<file path="config.mk">
export PLATFORM = sky130hd
export DESIGN_NAME = sccd_clock_ctrl
export DESIGN_NICKNAME = d
export VERILOG_FILES = /design/src/logic/sccd_pkg.sv /design/src/logic/sccd_clock_ctrl.sv
export VERILOG_INCLUDE_DIRS = /design/src /design/src/logic
export SDC_FILE = /design/constraint.sdc
export NUM_CORES = 1
export LEC_CHECK = 0
export BUFFER_PORTS_ARGS = -buffer_cell sky130_fd_sc_hd__buf_2
export CORE_ASPECT_RATIO = 0.75
export CORE_MARGIN = 4
export CORE_UTILIZATION = 58
export DETAILED_ROUTE_END_ITERATION = 8
export PLACE_DENSITY_LB_ADDON = 0.3
export SYNTH_ARGS = -nofsm -noshare
export SYNTH_HDL_FRONTEND = slang
export SYNTH_SLANG_ARGS = --single-unit
</file>
<file path="constraint.sdc">
create_clock -name sys_clk_in -period 2.82 [get_ports sys_clk_in]
set_clock_uncertainty 0.2 [all_clocks]
set_input_delay 0.282 -clock sys_clk_in [delete_from_list [all_inputs] [get_ports sys_clk_in]]
set_output_delay 0.282 -clock sys_clk_in [all_outputs]
set_load 0.02 [all_outputs]
</file>
<file path="src/logic/sccd_map.svh">
// Register offsets, field positions, reset values and counts of the clock control block
`ifndef SCCD_MAP_SVH
`define SCCD_MAP_SVH

// Register offsets (15-bit serial control address)
`define SCCD_OFF_CHAN_SEL 15'h0008
`define SCCD_OFF_PWR_A 15'h003F
`define SCCD_OFF_PWR_B 15'h0040
`define SCCD_OFF_DIV_RATIO 15'h0108
`define SCCD_OFF_SYSREF_CTL 15'h0109
`define SCCD_OFF_HALF_DLY 15'h010C
`define SCCD_OFF_DLY_CTL 15'h0110
`define SCCD_OFF_SF_DLY 15'h0111
`define SCCD_OFF_FINE_DLY 15'h0112
`define SCCD_OFF_DCS_A 15'h011C
`define SCCD_OFF_DCS_B 15'h011E
`define SCCD_OFF_STBY_OUT 15'h0571

// Field positions
`define SCCD_STBY_K_BIT 7
`define SCCD_PIN_STBY_BIT 0
`define SCCD_SYSREF_EN_BIT 0
`define SCCD_SYSREF_PH_MSB 5
`define SCCD_SYSREF_PH_LSB 4
`define SCCD_DCS_EN_BIT 0

// Reset values
`define SCCD_CHAN_SEL_RST 8'h03
`define SCCD_REG_RST 8'h00

// Divider ratio codes
`define SCCD_DIV1 2'h0
`define SCCD_DIV2 2'h1

// Delay limits and superfine enabling modes
`define SCCD_FINE_MAX 8'hC0
`define SCCD_SF_MAX 8'h80
`define SCCD_SF_MODE_A 3'h2
`define SCCD_SF_MODE_B 3'h6
`define SCCD_SF_STEP_FS 250

// Link filler character and serial frame lengths
`define SCCD_K_CHAR 8'hBC
`define SCCD_INSTR_BITS 5'h10
`define SCCD_FRAME_BITS 5'h18

// Datapath reset pulse length in clock cycles
`define SCCD_DP_RESET_CYCLES 4

`endif

</file>
<file path="src/logic/sccd_pkg.sv">
// Types shared by the sample clock control block
package sccd_pkg;

    typedef enum logic [1:0] {
        SCCD_NORMAL,
        SCCD_STANDBY,
        SCCD_POWER_DOWN
    } sccd_power_mode_t;

    // Converter samples, one word per channel
    typedef struct packed {
        logic [1:0][13:0] word;
    } sccd_samples_t;

    // Words handed to the serial link
    typedef struct packed {
        logic [1:0][15:0] word;
        logic is_k;
    } sccd_link_t;

    // Sampling edge delay settings per channel
    typedef struct packed {
        logic [2:0] mode;
        logic [1:0][7:0] fine;
        logic [1:0][7:0] superfine;
        logic [1:0] half_en;
    } sccd_delay_t;

    // Whole state of the block
    typedef struct packed {
        logic sclk_s1, sclk_s2, sclk_s3;
        logic csb_s1, csb_s2;
        logic sdi_s1, sdi_s2;
        logic sref_s1, sref_s2, sref_s3;
        logic pin_s1, pin_s2;
        logic [4:0] bit_cnt;
        logic [15:0] instr;
        logic [7:0] dat;
        logic [7:0] rd;
        logic sdo;
        logic sdo_en;
        logic [7:0] chsel, pwr_a, pwr_b, ratio, sysref_ctl, half, dctl;
        logic [1:0][7:0] sf;
        logic [1:0][7:0] fine;
        logic [7:0] dcs_a, dcs_b, stby;
        logic [1:0] cnt;
        logic div_clk;
        logic strobe;
        logic strobe_d1;
        logic [2:0] dp_cnt;
        logic resync;
        sccd_power_mode_t mode;
        sccd_link_t link;
        logic link_en;
    } sccd_state_t;

endpackage : sccd_pkg

</file>
<file path="src/logic/sccd_clock_ctrl.sv">
// Sample clock divider, sampling delay, duty stabilizer and power control with serial registers
//
// How it works
// - Input clock is divided by 1, 2 or 4, chosen by the ratio register.
// - A valid system reference edge loads the divider with a programmed phase.
// - Half-period sampling delay is enabled per channel by its own register.
// - Writing the half-period delay register never resynchronises the link.
// - A three-bit control picks fine delay alone or fine plus superfine.
// - Superfine setting is unsigned; each step adds a quarter picosecond.
// - Eight-bit per-channel fine delay gives up to 192 steps.
// - Eight-bit per-channel superfine delay gives up to 128 steps.
// - Superfine delay applies only when the control holds 0x2 or 0x6.
// - Delay settings act as soon as the enabling write completes.
// - Writing the delay control with fine delay enabled resets the datapath.
// - Rewriting fine or superfine values never resynchronises the link.
// - Lower-speed variant: duty stabilizers off after reset, two enable registers.
// - Higher-speed variant: duty stabilizers on after reset.
// - Divided clock to the converter has a fifty percent duty cycle.
// - Power pin is active high and defaults to full power-down.
// - Full power-down stops the link; the pwr_b register also selects power-down.
// - Standby keeps the link up and sends zero for every sample.
// - Bit 7 of the standby output register sends K characters instead.
`timescale 1ns/1ps
`include "sccd_map.svh"

module sccd_clock_ctrl #(
    parameter bit SPEED_HIGH = 1'b1,                         // 1: higher-speed variant
    parameter int unsigned DP_RESET_CYCLES = `SCCD_DP_RESET_CYCLES // Datapath reset length
) (
    input wire logic sys_clk_in,                             // Input sample clock, 40 MHz
    input wire logic reset_in,                               // Synchronous reset, active high
    input wire logic spi_sclk_in,                            // Serial control clock
    input wire logic spi_csb_in,                             // Serial chip select, active low
    input wire logic spi_sdio_in,                            // Serial data pin, input side
    output logic spi_sdio_out,                               // Serial data pin, output side
    output logic spi_sdio_oe_n_out,                          // Low while driving serial data
    input wire logic sysref_in,                              // System reference pin
    input wire logic power_control_pin_in,                   // Power pin, active high
    input wire sccd_pkg::sccd_samples_t samples_in,          // Converter samples
    output logic div_clk_out,                                // Divided converter clock level
    output logic [1:0] ch_sample_strobe_out,                 // Per-channel sampling instant
    output sccd_pkg::sccd_delay_t delay_out,                 // Effective delay settings
    output logic duty_stabilizer_one_out,                    // Stabilizer one enable
    output logic duty_stabilizer_two_out,                    // Stabilizer two enable
    output logic datapath_reset_out,                         // Datapath reset, active high
    output logic link_enable_out,                            // Serial link running
    output logic link_resync_out,                            // Link resync request pulse
    output sccd_pkg::sccd_link_t link_out,                   // Words to the serial link
    output sccd_pkg::sccd_power_mode_t power_mode_out        // Current power mode
);

    sccd_pkg::sccd_state_t q;
    sccd_pkg::sccd_state_t n;
    logic rise;
    logic fall;
    logic wr_evt;
    logic [14:0] wr_addr;
    logic [7:0] wr_data;
    logic sref_evt;
    logic [1:0] div_lim;
    logic steady;

    // Parameter values the logic cannot serve
    if (SPEED_HIGH > 1'b1 || DP_RESET_CYCLES < 4 || DP_RESET_CYCLES > 7) begin : g_chk
        $error("sccd_clock_ctrl: DP_RESET_CYCLES must lie in 4..7");
    end

    // Constant state after reset; stabilizer default depends on the variant
    function automatic sccd_pkg::sccd_state_t rst_state();
        sccd_pkg::sccd_state_t s;
        s = '0;
        s.csb_s1 = 1'b1;
        s.csb_s2 = 1'b1;
        s.chsel = `SCCD_CHAN_SEL_RST;
        s.dcs_a = {7'h00, SPEED_HIGH};
        s.dcs_b = {7'h00, SPEED_HIGH};
        s.mode = sccd_pkg::SCCD_NORMAL;
        s.link_en = 1'b1;
        return s;
    endfunction : rst_state

    // Readback; per-channel values come from channel A while A is selected, otherwise from B
    function automatic logic [7:0] rd_reg(input sccd_pkg::sccd_state_t s, input logic [14:0] a);
        logic ch;
        logic [7:0] r;
        ch = ~s.chsel[0];
        r = 8'h00;
        unique case (a)
            `SCCD_OFF_CHAN_SEL: r = s.chsel;
            `SCCD_OFF_PWR_A: r = s.pwr_a;
            `SCCD_OFF_PWR_B: r = s.pwr_b;
            `SCCD_OFF_DIV_RATIO: r = s.ratio;
            `SCCD_OFF_SYSREF_CTL: r = s.sysref_ctl;
            `SCCD_OFF_HALF_DLY: r = s.half;
            `SCCD_OFF_DLY_CTL: r = s.dctl;
            `SCCD_OFF_SF_DLY: r = s.sf[ch];
            `SCCD_OFF_FINE_DLY: r = s.fine[ch];
            `SCCD_OFF_DCS_A: r = s.dcs_a;
            `SCCD_OFF_DCS_B: r = s.dcs_b;
            `SCCD_OFF_STBY_OUT: r = s.stby;
            default: r = 8'h00;
        endcase
        return r;
    endfunction : rd_reg

    // Divider terminal count: code 0 divides by 1, code 1 by 2, others by 4
    always_comb begin
        unique case (q.ratio[1:0])
            `SCCD_DIV1: div_lim = 2'h0;
            `SCCD_DIV2: div_lim = 2'h1;
            default: div_lim = 2'h3;
        endcase
    end

    // Edges seen only after the second synchroniser stage
    assign rise = q.sclk_s2 & ~q.sclk_s3;
    assign fall = ~q.sclk_s2 & q.sclk_s3;
    assign sref_evt = q.sref_s2 & ~q.sref_s3 & q.sysref_ctl[`SCCD_SYSREF_EN_BIT];
    assign steady = (q.mode == sccd_pkg::SCCD_NORMAL) && !sref_evt && !wr_evt;

    // Next-state logic for the whole block
    always_comb begin
        n = q;
        wr_evt = 1'b0;
        wr_addr = q.instr[14:0];
        wr_data = {q.dat[6:0], q.sdi_s2};
        // Two-flop synchronisers; the third sclk and sysref stage feeds edge detection
        n.sclk_s1 = spi_sclk_in;
        n.sclk_s2 = q.sclk_s1;
        n.sclk_s3 = q.sclk_s2;
        n.csb_s1 = spi_csb_in;
        n.csb_s2 = q.csb_s1;
        n.sdi_s1 = spi_sdio_in;
        n.sdi_s2 = q.sdi_s1;
        n.sref_s1 = sysref_in;
        n.sref_s2 = q.sref_s1;
        n.sref_s3 = q.sref_s2;
        n.pin_s1 = power_control_pin_in;
        n.pin_s2 = q.pin_s1;
        n.resync = 1'b0;

        // Serial frame: R/W bit, 15 address bits, one data byte
        if (q.csb_s2) begin
            n.bit_cnt = 5'h00;
            n.sdo_en = 1'b0;
        end else if (rise && q.bit_cnt < `SCCD_FRAME_BITS) begin
            if (q.bit_cnt < `SCCD_INSTR_BITS) begin
                n.instr = {q.instr[14:0], q.sdi_s2};
                if (q.bit_cnt == `SCCD_INSTR_BITS - 5'h01 && q.instr[14]) begin
                    n.rd = rd_reg(q, {q.instr[13:0], q.sdi_s2});
                    n.sdo_en = 1'b1;
                end
            end else begin
                n.dat = wr_data;
                wr_evt = (q.bit_cnt == `SCCD_FRAME_BITS - 5'h01) && !q.instr[15];
            end
            n.bit_cnt = q.bit_cnt + 5'h01;
        end else if (fall && q.sdo_en && q.bit_cnt >= `SCCD_INSTR_BITS
                     && q.bit_cnt < `SCCD_FRAME_BITS) begin
            n.sdo = q.rd[7];
            n.rd = {q.rd[6:0], 1'b0};
        end

        // Datapath reset countdown
        if (q.dp_cnt != 3'h0) begin
            n.dp_cnt = q.dp_cnt - 3'h1;
        end

        // Register writes land at the end of the data byte and act at once
        if (wr_evt) begin
            unique case (wr_addr)
                `SCCD_OFF_CHAN_SEL: n.chsel = wr_data;
                `SCCD_OFF_PWR_A: n.pwr_a = wr_data;
                `SCCD_OFF_PWR_B: n.pwr_b = wr_data;
                `SCCD_OFF_DIV_RATIO: begin
                    n.ratio = wr_data;
                    n.resync = 1'b1;
                end
                `SCCD_OFF_SYSREF_CTL: n.sysref_ctl = wr_data;
                `SCCD_OFF_HALF_DLY: n.half = wr_data;
                `SCCD_OFF_DLY_CTL: begin
                    n.dctl = wr_data;
                    if (wr_data[2:0] != 3'h0) begin
                        n.dp_cnt = 3'(DP_RESET_CYCLES);
                    end
                end
                `SCCD_OFF_SF_DLY: begin
                    for (int i = 0; i < 2; i++) begin
                        if (q.chsel[i]) begin
                            // Unsigned, clamped to the full range
                            n.sf[i] = (wr_data > `SCCD_SF_MAX) ? `SCCD_SF_MAX : wr_data;
                        end
                    end
                end
                `SCCD_OFF_FINE_DLY: begin
                    for (int i = 0; i < 2; i++) begin
                        if (q.chsel[i]) begin
                            // Clamped to the full range
                            n.fine[i] = (wr_data > `SCCD_FINE_MAX) ? `SCCD_FINE_MAX : wr_data;
                        end
                    end
                end
                `SCCD_OFF_DCS_A: n.dcs_a = wr_data;
                `SCCD_OFF_DCS_B: n.dcs_b = wr_data;
                `SCCD_OFF_STBY_OUT: n.stby = wr_data;
                default: n.chsel = q.chsel;
            endcase
        end

        // Power mode: pin wins over the registers, power-down over standby
        if (q.pin_s2) begin
            n.mode = q.pwr_a[`SCCD_PIN_STBY_BIT] ? sccd_pkg::SCCD_STANDBY
                                                 : sccd_pkg::SCCD_POWER_DOWN;
        end else if (q.pwr_b[1]) begin
            n.mode = sccd_pkg::SCCD_POWER_DOWN;
        end else if (q.pwr_b[0]) begin
            n.mode = sccd_pkg::SCCD_STANDBY;
        end else begin
            n.mode = sccd_pkg::SCCD_NORMAL;
        end
        // Coming back from power-down the link must realign
        if (q.mode == sccd_pkg::SCCD_POWER_DOWN && n.mode != sccd_pkg::SCCD_POWER_DOWN) begin
            n.resync = 1'b1;
        end

        // Divider: alignment load, otherwise count only while sampling
        if (sref_evt) begin
            n.cnt = q.sysref_ctl[`SCCD_SYSREF_PH_MSB:`SCCD_SYSREF_PH_LSB] & div_lim;
        end else if (q.mode == sccd_pkg::SCCD_NORMAL) begin
            n.cnt = (q.cnt >= div_lim) ? 2'h0 : q.cnt + 2'h1;
        end else begin
            n.cnt = 2'h0; // Settings stay in registers for the restart
        end
        // Clock level high for the first half of each count, so duty stays even
        if (q.mode != sccd_pkg::SCCD_NORMAL) begin
            n.div_clk = 1'b0;
        end else if (div_lim == 2'h0) begin
            n.div_clk = ~q.div_clk;
        end else begin
            n.div_clk = (q.cnt <= (div_lim >> 1));
        end
        n.strobe = (q.mode == sccd_pkg::SCCD_NORMAL) && (q.cnt == 2'h0);
        n.strobe_d1 = q.strobe;

        // Link words: samples, zeros or K characters; none in power-down
        n.link_en = (q.mode != sccd_pkg::SCCD_POWER_DOWN);
        n.link.is_k = (q.mode == sccd_pkg::SCCD_STANDBY) && q.stby[`SCCD_STBY_K_BIT];
        for (int i = 0; i < 2; i++) begin
            unique case (q.mode)
                sccd_pkg::SCCD_NORMAL: n.link.word[i] = {samples_in.word[i], 2'b00};
                sccd_pkg::SCCD_STANDBY: n.link.word[i] = q.stby[`SCCD_STBY_K_BIT]
                    ? {`SCCD_K_CHAR, `SCCD_K_CHAR} : 16'h0000;
                default: n.link.word[i] = 16'h0000;
            endcase
        end
    end

    // State register
    always_ff @(posedge sys_clk_in) begin
        if (reset_in) begin
            q <= rst_state();
        end else begin
            q <= n;
        end
    end

    // Per-channel sampling instant and delay settings
    for (genvar g = 0; g < 2; g++) begin : g_ch
        // Half-period delay shifts the instant by one input clock step
        assign ch_sample_strobe_out[g] = q.half[g] ? q.strobe_d1 : q.strobe;
        assign delay_out.fine[g] = q.fine[g];
        // Superfine only counts in the two combined modes
        assign delay_out.superfine[g] = (q.dctl[2:0] == `SCCD_SF_MODE_A
            || q.dctl[2:0] == `SCCD_SF_MODE_B) ? q.sf[g] : 8'h00;
        assign delay_out.half_en[g] = q.half[g];
    end
    assign delay_out.mode = q.dctl[2:0];

    // Outputs straight from the state
    assign spi_sdio_out = q.sdo;
    assign spi_sdio_oe_n_out = ~q.sdo_en;
    assign div_clk_out = q.div_clk;
    assign duty_stabilizer_one_out = q.dcs_a[`SCCD_DCS_EN_BIT];
    assign duty_stabilizer_two_out = q.dcs_b[`SCCD_DCS_EN_BIT];
    assign datapath_reset_out = (q.dp_cnt != 3'h0);
    assign link_enable_out = q.link_en;
    assign link_resync_out = q.resync;
    assign link_out = q.link;
    assign power_mode_out = q.mode;
endmodule : sccd_clock_ctrl

</file>
Yosys cells after proc, flatten, opt, wreduce, memory -nomap -nowiden
Cells that the tools add are included.

Bits in latches: 0. Register bits: 207. Memory bits (writable): 0. Memories: 0. ROM bits: 0. Logic and storage cells: 179.

Shifts and indexed selects: 0. $add $sub $neg: 3. $mul: 0. Reductions and logical operators: 40. Bitwise gates (word level): 14. Divide/modulo/power cells: 0. Mux-type cells: 36. Magnitude comparators: 8. Eq/ne operators: 35.

Operators by type and width (count): 15-bit by 9-bit equality test with 1-bit output, second input constant (16); 8-bit one-hot mux with 12 select lines (1); 8-bit two-way mux (11); 16-bit one-hot mux with 2 select lines (2); 15-bit by 11-bit equality test with 1-bit output, second input constant (2); 15-bit by 4-bit equality test with 1-bit output, second input constant (2); 15-bit by 6-bit equality test with 1-bit output, second input constant (2); 15-bit by 7-bit equality test with 1-bit output, second input constant (2); 3-bit AND reduction (8); 2-bit AND reduction (10); 8-bit > comparator, second input constant (2); 16-bit two-way mux (1); 2-bit two-way mux (6); 5-bit < comparator, second input constant (2); 1-bit logical AND (9); 1-bit two-way mux (9); 3-bit two-way mux (3); 9-bit two-way mux (1); 1-bit inverter (9); 2-bit zero test (4); 3-bit nonzero test (2); 5-bit by 1-bit adder with 5-bit output, second input constant (1); 5-bit by 4-bit equality test with 1-bit output, second input constant (1); 5-bit equality test, second input constant (1); other kinds (21) (29).

Logic depth before layout (Yosys ltp)
Gate-level depths: netlist of run 1.

Word-level depth: 7. Depth in mapped cells: 10. Mapped depth without buffers: 9.

Worst setup path before layout of run 1
Ideal clock, no wire load.

Kind: flip-flop to flip-flop. Start point: reg q[186] (netlist bit). End point: reg q[116] (netlist bit). Path slack: 384 ps. Data arrival time: 2109 ps. Path buffers: 3. Library setup time: 128 ps. Cell stages (with the launch flop): 10. Period minus slack after synthesis: 2436 ps. Cell sequence: dfxtp_1 -> or3_1 -> buf_6 -> buf_8 -> buf_6 -> nor3_2 -> nand2_2 -> nor3_4 -> mux2i_1 -> nor2_1.

Cells in the longest elaborated chain, start to end: 2.

Ends and longest elaborated chain: from (decl) (line sccd_clock_ctrl.sv:52) `sccd_pkg::sccd_state_t q;`; from (signal assigned) (line sccd_clock_ctrl.sv:261) `q <= rst_state();`; from (signal assigned) (line sccd_clock_ctrl.sv:263) `q <= n;`; 15-bit by 9-bit equality test with 1-bit output (line sccd_clock_ctrl.sv:171) `unique case (wr_addr)`; 2-bit AND reduction (no line).

Every way passes these cells. A chain may end at the register's enable or synchronous reset.

Final worst setup path of run 1
Start point: reg q[187] (netlist bit). End point: reg q[159] (netlist bit).

Cells in the longest elaborated chain, start to end: 5. Elaborated cells between the ends (all ways): 16. Classes of those cells: 12 x eq/ne; 4 x mux.

Ends and longest elaborated chain: 15-bit by 11-bit equality test with 1-bit output (tied with other cells) (line sccd_clock_ctrl.sv:88) `unique case (a)`; 8-bit one-hot mux with 12 select lines (*) (line sccd_clock_ctrl.sv:88); 8-bit two-way mux (*) (line sccd_clock_ctrl.sv:149) `` if (q.bit_cnt == `SCCD_INSTR_BITS - 5'h01 && q.instr[14]) begin ``; 8-bit two-way mux (*) (line sccd_clock_ctrl.sv:147) `` if (q.bit_cnt < `SCCD_INSTR_BITS) begin ``; 8-bit two-way mux (*) (line sccd_clock_ctrl.sv:146) `` end else if (rise && q.bit_cnt < `SCCD_FRAME_BITS) begin ``.

Mark *: on every way between the ends. The rest lies on a longest branch, timed or not. The select of a mux whose other input is x is not followed.

==> out/metrics.csv, run 1 <==
metric,value,unit
status,"finished, final reports clean",
Net Sw Power,1.366,mW
switching part of the total,21.24,%
row count,40,
dpl hpwl,17.62,mm
Final min period,2686,ps
syn_area_per_cell,9.136,um^2
Final Slew Violations,0,
CP Class,flip-flop to flip-flop,
Initial Utilization,59.41,%
Num CTS Buffers,21,
worst ir drop on vdd,0.0005100,V
post-DR vias/cell,5.863,
ANT nets after route,0,
WL per Instance,19.36,um
Final Hold Fails,0,
Die X,156.4,um
"top cells by area, synth","dfxtp_1, mux2i_1, nand2_1",
Post-Synth Simple-Gate Area,25.69,%
clk slew on worst S/H paths,60,ps
Worst EP required,3020,ps
Final Cycle Share,95.26,%
mux contribution to synthesized area,10.70,%
clk_lat worst skew,500,ps
Compound-Gate Fraction of Synth Area,10.95,%
synthesized area,9574,um^2
Non-Filler Instances,1366,
maximum buffer depth of the clock tree,3,
Synth Area in XOR/XNOR,0.3659,%
largest area contributor in the netlist,dfxtp_1,
TritonCTS clock tree,done,
Sink Count,203,
Total Wirelength,26.44,mm
"Top FF cell, synth",dfxtp_1,
worst r2r src,q[187],
# diodes,0,
internal power,5.067,mW
worst-path cell chain,or3_1 -> buf_4 -> nor4_4 -> buf_4 -> a22o_1 -> a221oi_1 -> nand4_1 -> a31o_1,
total gr overflow,0,
ys async rst share,0,%
vias,8009,
Chip Height,119.3,um
total core area,16120,um^2
port bufs,112,
Post-synth EDFFs,0,
leak pwr,4.525,nW
first-pass GRT wire length,40.94,mm
Syn Inst Count,1048,
DRT iter0 DRCs,879,
Reg power frac,45.7,%
largest family of logic cells by synthesized area,simple AND/OR/NAND/NOR gates,
Worst setup SP type,flip-flop,
initial antenna violation count,1,
CP Max Fanout,23,
Ports,117,
number of global-route vias before repair,7369,
fmax,372.3,MHz
proportion of synthesized chip area in sequential cells,42.45,%
gp weighted congestion,0.9590,
max_cap viols,0,
RSZ-0062 raised after global routing,false,
fill cell count,1226,
Setup TNS Final,0,ps
Synth Area in Adders,1.045,%
cell mode on critical path,buf_4,
WP data arrival,2880,ps
Multi-input gate area,4722,um^2
CP Capture Type,flip-flop,
pwr dens,574.3,nW/um^2
#FFs+latches synth,203,
max_slew headroom,41.78,%
Yosys top cell area share,42.45,%
share of layout cells above drive strength 1,23.62,%
Comb pwr share,5.6,%
DP Cell Count,1294,
drt pass-1 iters,5,
H-tree Lvls,1,
Nets,1186,
final setup fails,0,
pin count of the biggest net entering global routing,65,
max incr delay on CP,440,ps
Tot GR Track Use,27.22,%
register area,4069,um^2
hold path start,reset_in,
Clock power frac,48.7,%
start point of the critical path,q[187],
Worst Max-Slew Pin Slew,872.1,ps
Crit-path slowest cell,a221oi_1,
Clock Tree Root,clkbuf_16,
Die ar.,18650,um^2
post-synth cell types,67,
Area Overhead vs Synth,17.01,%
DRC viols,0,
Hold WC Path Type,input port to flip-flop,
Ys Warns,0,
[metal layers]
layer	global-route usage (%)	vias to the layer above	share of wire [%]
met2	40.76	393	44
met4	8.184	2	3.0
met3	6.938	60	11
li1	-	3793	-
met1	38.62	3761	42
met5	0	-	0.049
[worst max-delay path, delay by kind of cell (launching register included)]
family,cells,cell delay (ps)
flip-flops,1,370
AND/OR/NAND/NOR,3,450
buffers and inverters,2,620
AO/OA/AOI/OAI,3,920
[state kept, by name (all words and copies together) (netlist names)]
name and count:
duty_stabilizer_two_out 1, div_clk_out 1, power_mode_out 2, link_resync_out 1
duty_stabilizer_one_out 1, delay_out 21, spi_sdio_out 1, link_out 29
n 8, q 137, link_enable_out 1
[placed cells by master (no fill, tap or decap), drive strengths merged, types with 11 or more instances in the layout]
| cell type | count |
|---|---|
| dfxtp | 203 |
| buf | 169 |
| nand2 | 127 |
| nor2 | 107 |
| mux2i | 81 |
| a21oi | 67 |
| dlygate4sd3 | 33 |
| and2 | 31 |
| nand3 | 29 |
| clkbuf | 26 |
| a22oi | 25 |
| a21o | 24 |
| nor4 | 24 |
| nor2b | 21 |
| mux2 | 19 |
| nor3 | 19 |
| nand4 | 11 |
| inv | 11 |
| or4b | 11 |
[Yosys cell counts (4+ instances only)]
cell      number
or4bb_1        4
inv_1         10
buf_6          7
nor4_1        11
mux2i_1       81
a222oi_1       6
a221oi_1       4
a22oi_1       25
nor2b_1       21
ha_1           8
and3_1         5
buf_2         15
mux2_2        19
and2_1        31
a22o_1         7
nand3b_1       8
clkbuf_1      49
a21o_1        24
nor4_4        13
nor2_1       107
buf_4         58
a21oi_1       67
or3_1          6
nand4b_1       6
nor3_4         4
o21ai_0        5
or4b_2         6
nand2_1      126
dfxtp_1      203
nand4_1       11
or2_2          6
nand3_1       29
nor3_1        14
[kinds of logic after synthesis]
group	count (synthesis)
compound gates	156
xor+xnor	4
fa+ha+maj	8
buf+inv	143
flops	203
mux	100
other cells	1
simple gates	433
[power by group through the flow]
stage                     registers (mW)  clock network, mW  logic, mW
final                               2.94               3.13      0.358
after global routing                2.95               3.29      0.388
after CTS                           2.94               3.15      0.356
after detailed placement            3.01                  0      0.316
after global placement              3.00                  0      0.312
after floorplan                     3.00                  0      0.256
[stage by stage]
| stage | power [mW] | util, % | instance area (um^2) | hold slack (ps) | setup WS [ps] |
|---|---|---|---|---|---|
| floorplan | 3.259 | - | 9585 | 185.8 | 383.7 |
| global placement | 3.316 | 62.33 | 10040 | 197.9 | 37.47 |
| detailed placement | 3.321 | 62.33 | 10040 | 199.7 | 22.31 |
| CTS | 6.450 | 69.21 | 11150 | 6.717 | 5.444 |
| global route | 6.625 | 69.52 | 11200 | 17.80 | 16.22 |
| finish | 6.434 | 69.52 | 11200 | 15.87 | 133.7 |
[final timing paths]
check / end / slack (ps) / depth (start not counted)
setup reg to reg: q[159] / 130 / 8
setup / recovery: q[159] / 130 / 8
hold reg to reg: q[203] / 210 / 1
hold / removal: q[126] / 20 / 2
[final cells by class]
type                            count  share of cell area (%)
Sequential cell                   203                   36.32
Inverter                           10                  0.3350
Multi-Input combinational cell    705                   42.15
Clock buffer                       26                   5.126
Tap cell                          210                   2.345
Clock inverter                     10                   1.820
Timing Repair Buffer              202                   11.91
[timing repair]
item / in CTS / in global routing
pin swaps: 2 / 2
resized for setup: 0 / 9
endpoints found under the hold margin: 33 / 0
endpoints found under the setup margin: 2 / 47
hold buffers: 33 / 0
buffers inserted: 0 / 3
Note: power is estimated with default switching activity, not from simulation.
==> run 2: changes to the inputs <==
--- a/config.mk
+++ b/config.mk
@@ -11,7 +11,7 @@
 export CORE_MARGIN = 4
 export CORE_UTILIZATION = 58
 export DETAILED_ROUTE_END_ITERATION = 8
-export PLACE_DENSITY_LB_ADDON = 0.3
+export PLACE_DENSITY = 0.78
 export SYNTH_ARGS = -nofsm -noshare
 export SYNTH_HDL_FRONTEND = slang
 export SYNTH_SLANG_ARGS = --single-unit
==> run 2 against run 1 <==
- power shrank 4.0%
- worst setup slack worse by 130 ps
- die area did not move
- first-iteration DRC count is 21% higher
- clock power shrank 8.3%
- sequential cell count is the same
- wire length down 1.5%
- cell area shrank 0.26%
- global-route usage down 0.32 points
- via count increased by 0.80%
- critical endpoint unchanged
==> out/metrics.csv, run 2 (synthesis gave the netlist of run 1 again) <==
metric,value,unit,change
worst-path cell chain,mux2_2 -> a22o_1 -> a221oi_1 -> nand4_1 -> a31o_1,,
Stages on worst setup path,5,,-3
Total Wirelength,26.05,mm,-1.5%
total core area,16120,um^2,unchanged
Final Slew Violations,0,,unchanged
"CP delay by family, top",compound AO/OA/AOI/OAI gates,,
Ports,117,,unchanged
Tot GR Track Use,26.90,%,-0.32 points
fmax,355.0,MHz,-4.6%
initial antenna violation count,0,,-1
pwr dens,552.5,nW/um^2,-3.8%
post-DR vias/cell,5.906,,+0.73%
# diodes,0,,unchanged
Hold WC Path Type,flip-flop to flip-flop,,
Die X,156.4,um,unchanged
CP Class,flip-flop to flip-flop,,
Final Hold Fails,0,,unchanged
hold_ws,210.7,ps,+194.8 ps
WL per Instance,19.06,um,-1.5%
number of flip-flops under the largest register name,137,,unchanged
total gr overflow,0,,unchanged
dpl cell area,10080,um^2,+0.35%
number of global-route vias before repair,7478,,+1.5%
DRC viols,0,,unchanged
DP Cell Count,1297,,+0.23%
worst ir drop on vdd,0.0003559,V,-30%
row count,40,,unchanged
TritonCTS clock tree,done,,
pin count of the biggest net entering global routing,62,,-4.6%
dpl hpwl,17.45,mm,-0.99%
Area Overhead vs Synth,16.71,%,
design area,11170,um^2,-0.26%
R2R cell count,5,,-3
leak pwr,4.501,nW,-0.53%
first-pass GRT wire length,40.67,mm,-0.67%
Crit-path slowest cell,dfxtp_1,,
Num CTS Buffers,20,,-4.8%
gp weighted congestion,0.9352,,-2.5%
share of layout cells above drive strength 1,23.25,%,-0.37 points
max incr delay on CP,840,ps,+400 ps
Sink Count,203,,unchanged
H-tree Lvls,1,,unchanged
CP Capture Type,flip-flop,,
most frequent cells in the layout,"dfxtp_1, nand2_1, buf_2",,
Die ar.,18650,um^2,unchanged
final setup fails,0,,unchanged
vias,8073,,+0.80%
Comb pwr share,5.8,%,+0.2 points
clk slew on worst S/H paths,60,ps,about the same
Final Cycle Share,99.89,%,+4.6 points
Worst setup SP type,flip-flop,,
ANT nets after route,0,,unchanged
"Most flops, register",q,,
port bufs,112,,unchanged
status,"finished, final reports clean",,
Chip Height,119.3,um,unchanged
"most common cell after layout, fill and taps aside",dfxtp_1,,
CP Max Fanout,16,,-30%
Worst Max-Slew Pin Slew,781.2,ps,-90.86 ps
Initial Utilization,59.41,%,unchanged
WP data arrival,3000,ps,+120 ps
Non-Filler Instances,1367,,+0.073%
Net Sw Power,1.298,mW,-5.0%
drt pass-1 iters,6,,+1
switching part of the total,21.02,%,-0.22 points
internal power,4.876,mW,-3.8%
Clock Tree Root,clkbuf_16,,
clk_lat worst skew,490,ps,about the same
Nets,1189,,+0.25%
DRT iter0 DRCs,1066,,+21%
Worst EP required,3000,ps,-20 ps
Clock power frac,46.6,%,-2.1 points
hold path cells,1,,-1
maximum buffer depth of the clock tree,3,,unchanged
Reg power frac,47.7,%,+2.0 points
Final min period,2817,ps,+130.7 ps
max_cap viols,0,,unchanged
max_slew headroom,46.57,%,+4.8 points
WP buf/inv,0,,-2
## run 2: cell types whose count changed in the layout (fill, tap and decap cells not counted), sizes merged
| cell | change |
|---|---|
| clkinv | -3 |
| buf | +3 |
| clkbuf | +3 |
| dlygate4sd3 | +1 |
| inv | -1 |
| bufinv | -2 |
## run 2: worst register-to-register path, stage by stage (launching register included)
cell      delay, ps
dfxtp_1         840
mux2_2          450
a22o_1          260
a221oi_1        540
nand4_1         180
a31o_1          250
## run 2: per-layer routing
layer / up-vias / GRT usage, % / share of wire, %
met4: 0 / 5.908 / 2.0
met5: - / 0 / 0
met3: 53 / 6.429 / 11
met2: 391 / 40.14 / 45
met1: 3839 / 39.51 / 43
li1: 3790 / - / -
## run 2: what timing repair did
action                     CTS  global route
gates resized for setup      0             8
buffers inserted             0             3
hold endpoints to repair    50             0
setup endpoints to repair    0            51
hold buffers                34             0
## run 2: power groups by stage
stage | clock (mW) | combinational (mW) | sequential (mW)
2_1_floorplan | 0 | 0.256 | 3.00
3_3_place_gp | 0 | 0.311 | 3.00
3_5_place_dp | 0 | 0.316 | 3.01
4_1_cts | 2.90 | 0.353 | 2.94
5_1_grt | 3.01 | 0.397 | 2.95
6_report | 2.87 | 0.357 | 2.94
## run 2: worst paths after layout
kind / startpoint / to / slack, ps
setup reg to reg: q[149] / q[159] / 3
hold / removal: n[203] / q[203] / 210
hold reg to reg: n[203] / q[203] / 210
setup / recovery: q[149] / q[159] / 3
## run 2: layout make-up
class | count | area, um^2
sequential | 203 | 4066
timing repair buffer | 206 | 1379
multi-input combinational | 705 | 4723
clock inverter | 4 | 120.1
fill | 1217 | 4941
inverter | 10 | 37.54
tap | 210 | 262.8
clock buffer | 29 | 585.6
## run 2: through the flow
step / util [%] / TNS, ps / worst slack [ps] / total power [mW]
2_1_floorplan: - / 0 / 383.7 / 3.259
3_3_place_gp: 62.55 / 0 / 110.6 / 3.315
3_5_place_dp: 62.55 / 0 / 82.00 / 3.323
4_1_cts: 69.04 / 0 / 59.31 / 6.195
5_1_grt: 69.34 / -18.08 / -18.08 / 6.356
6_report: 69.34 / 0 / 2.967 / 6.174
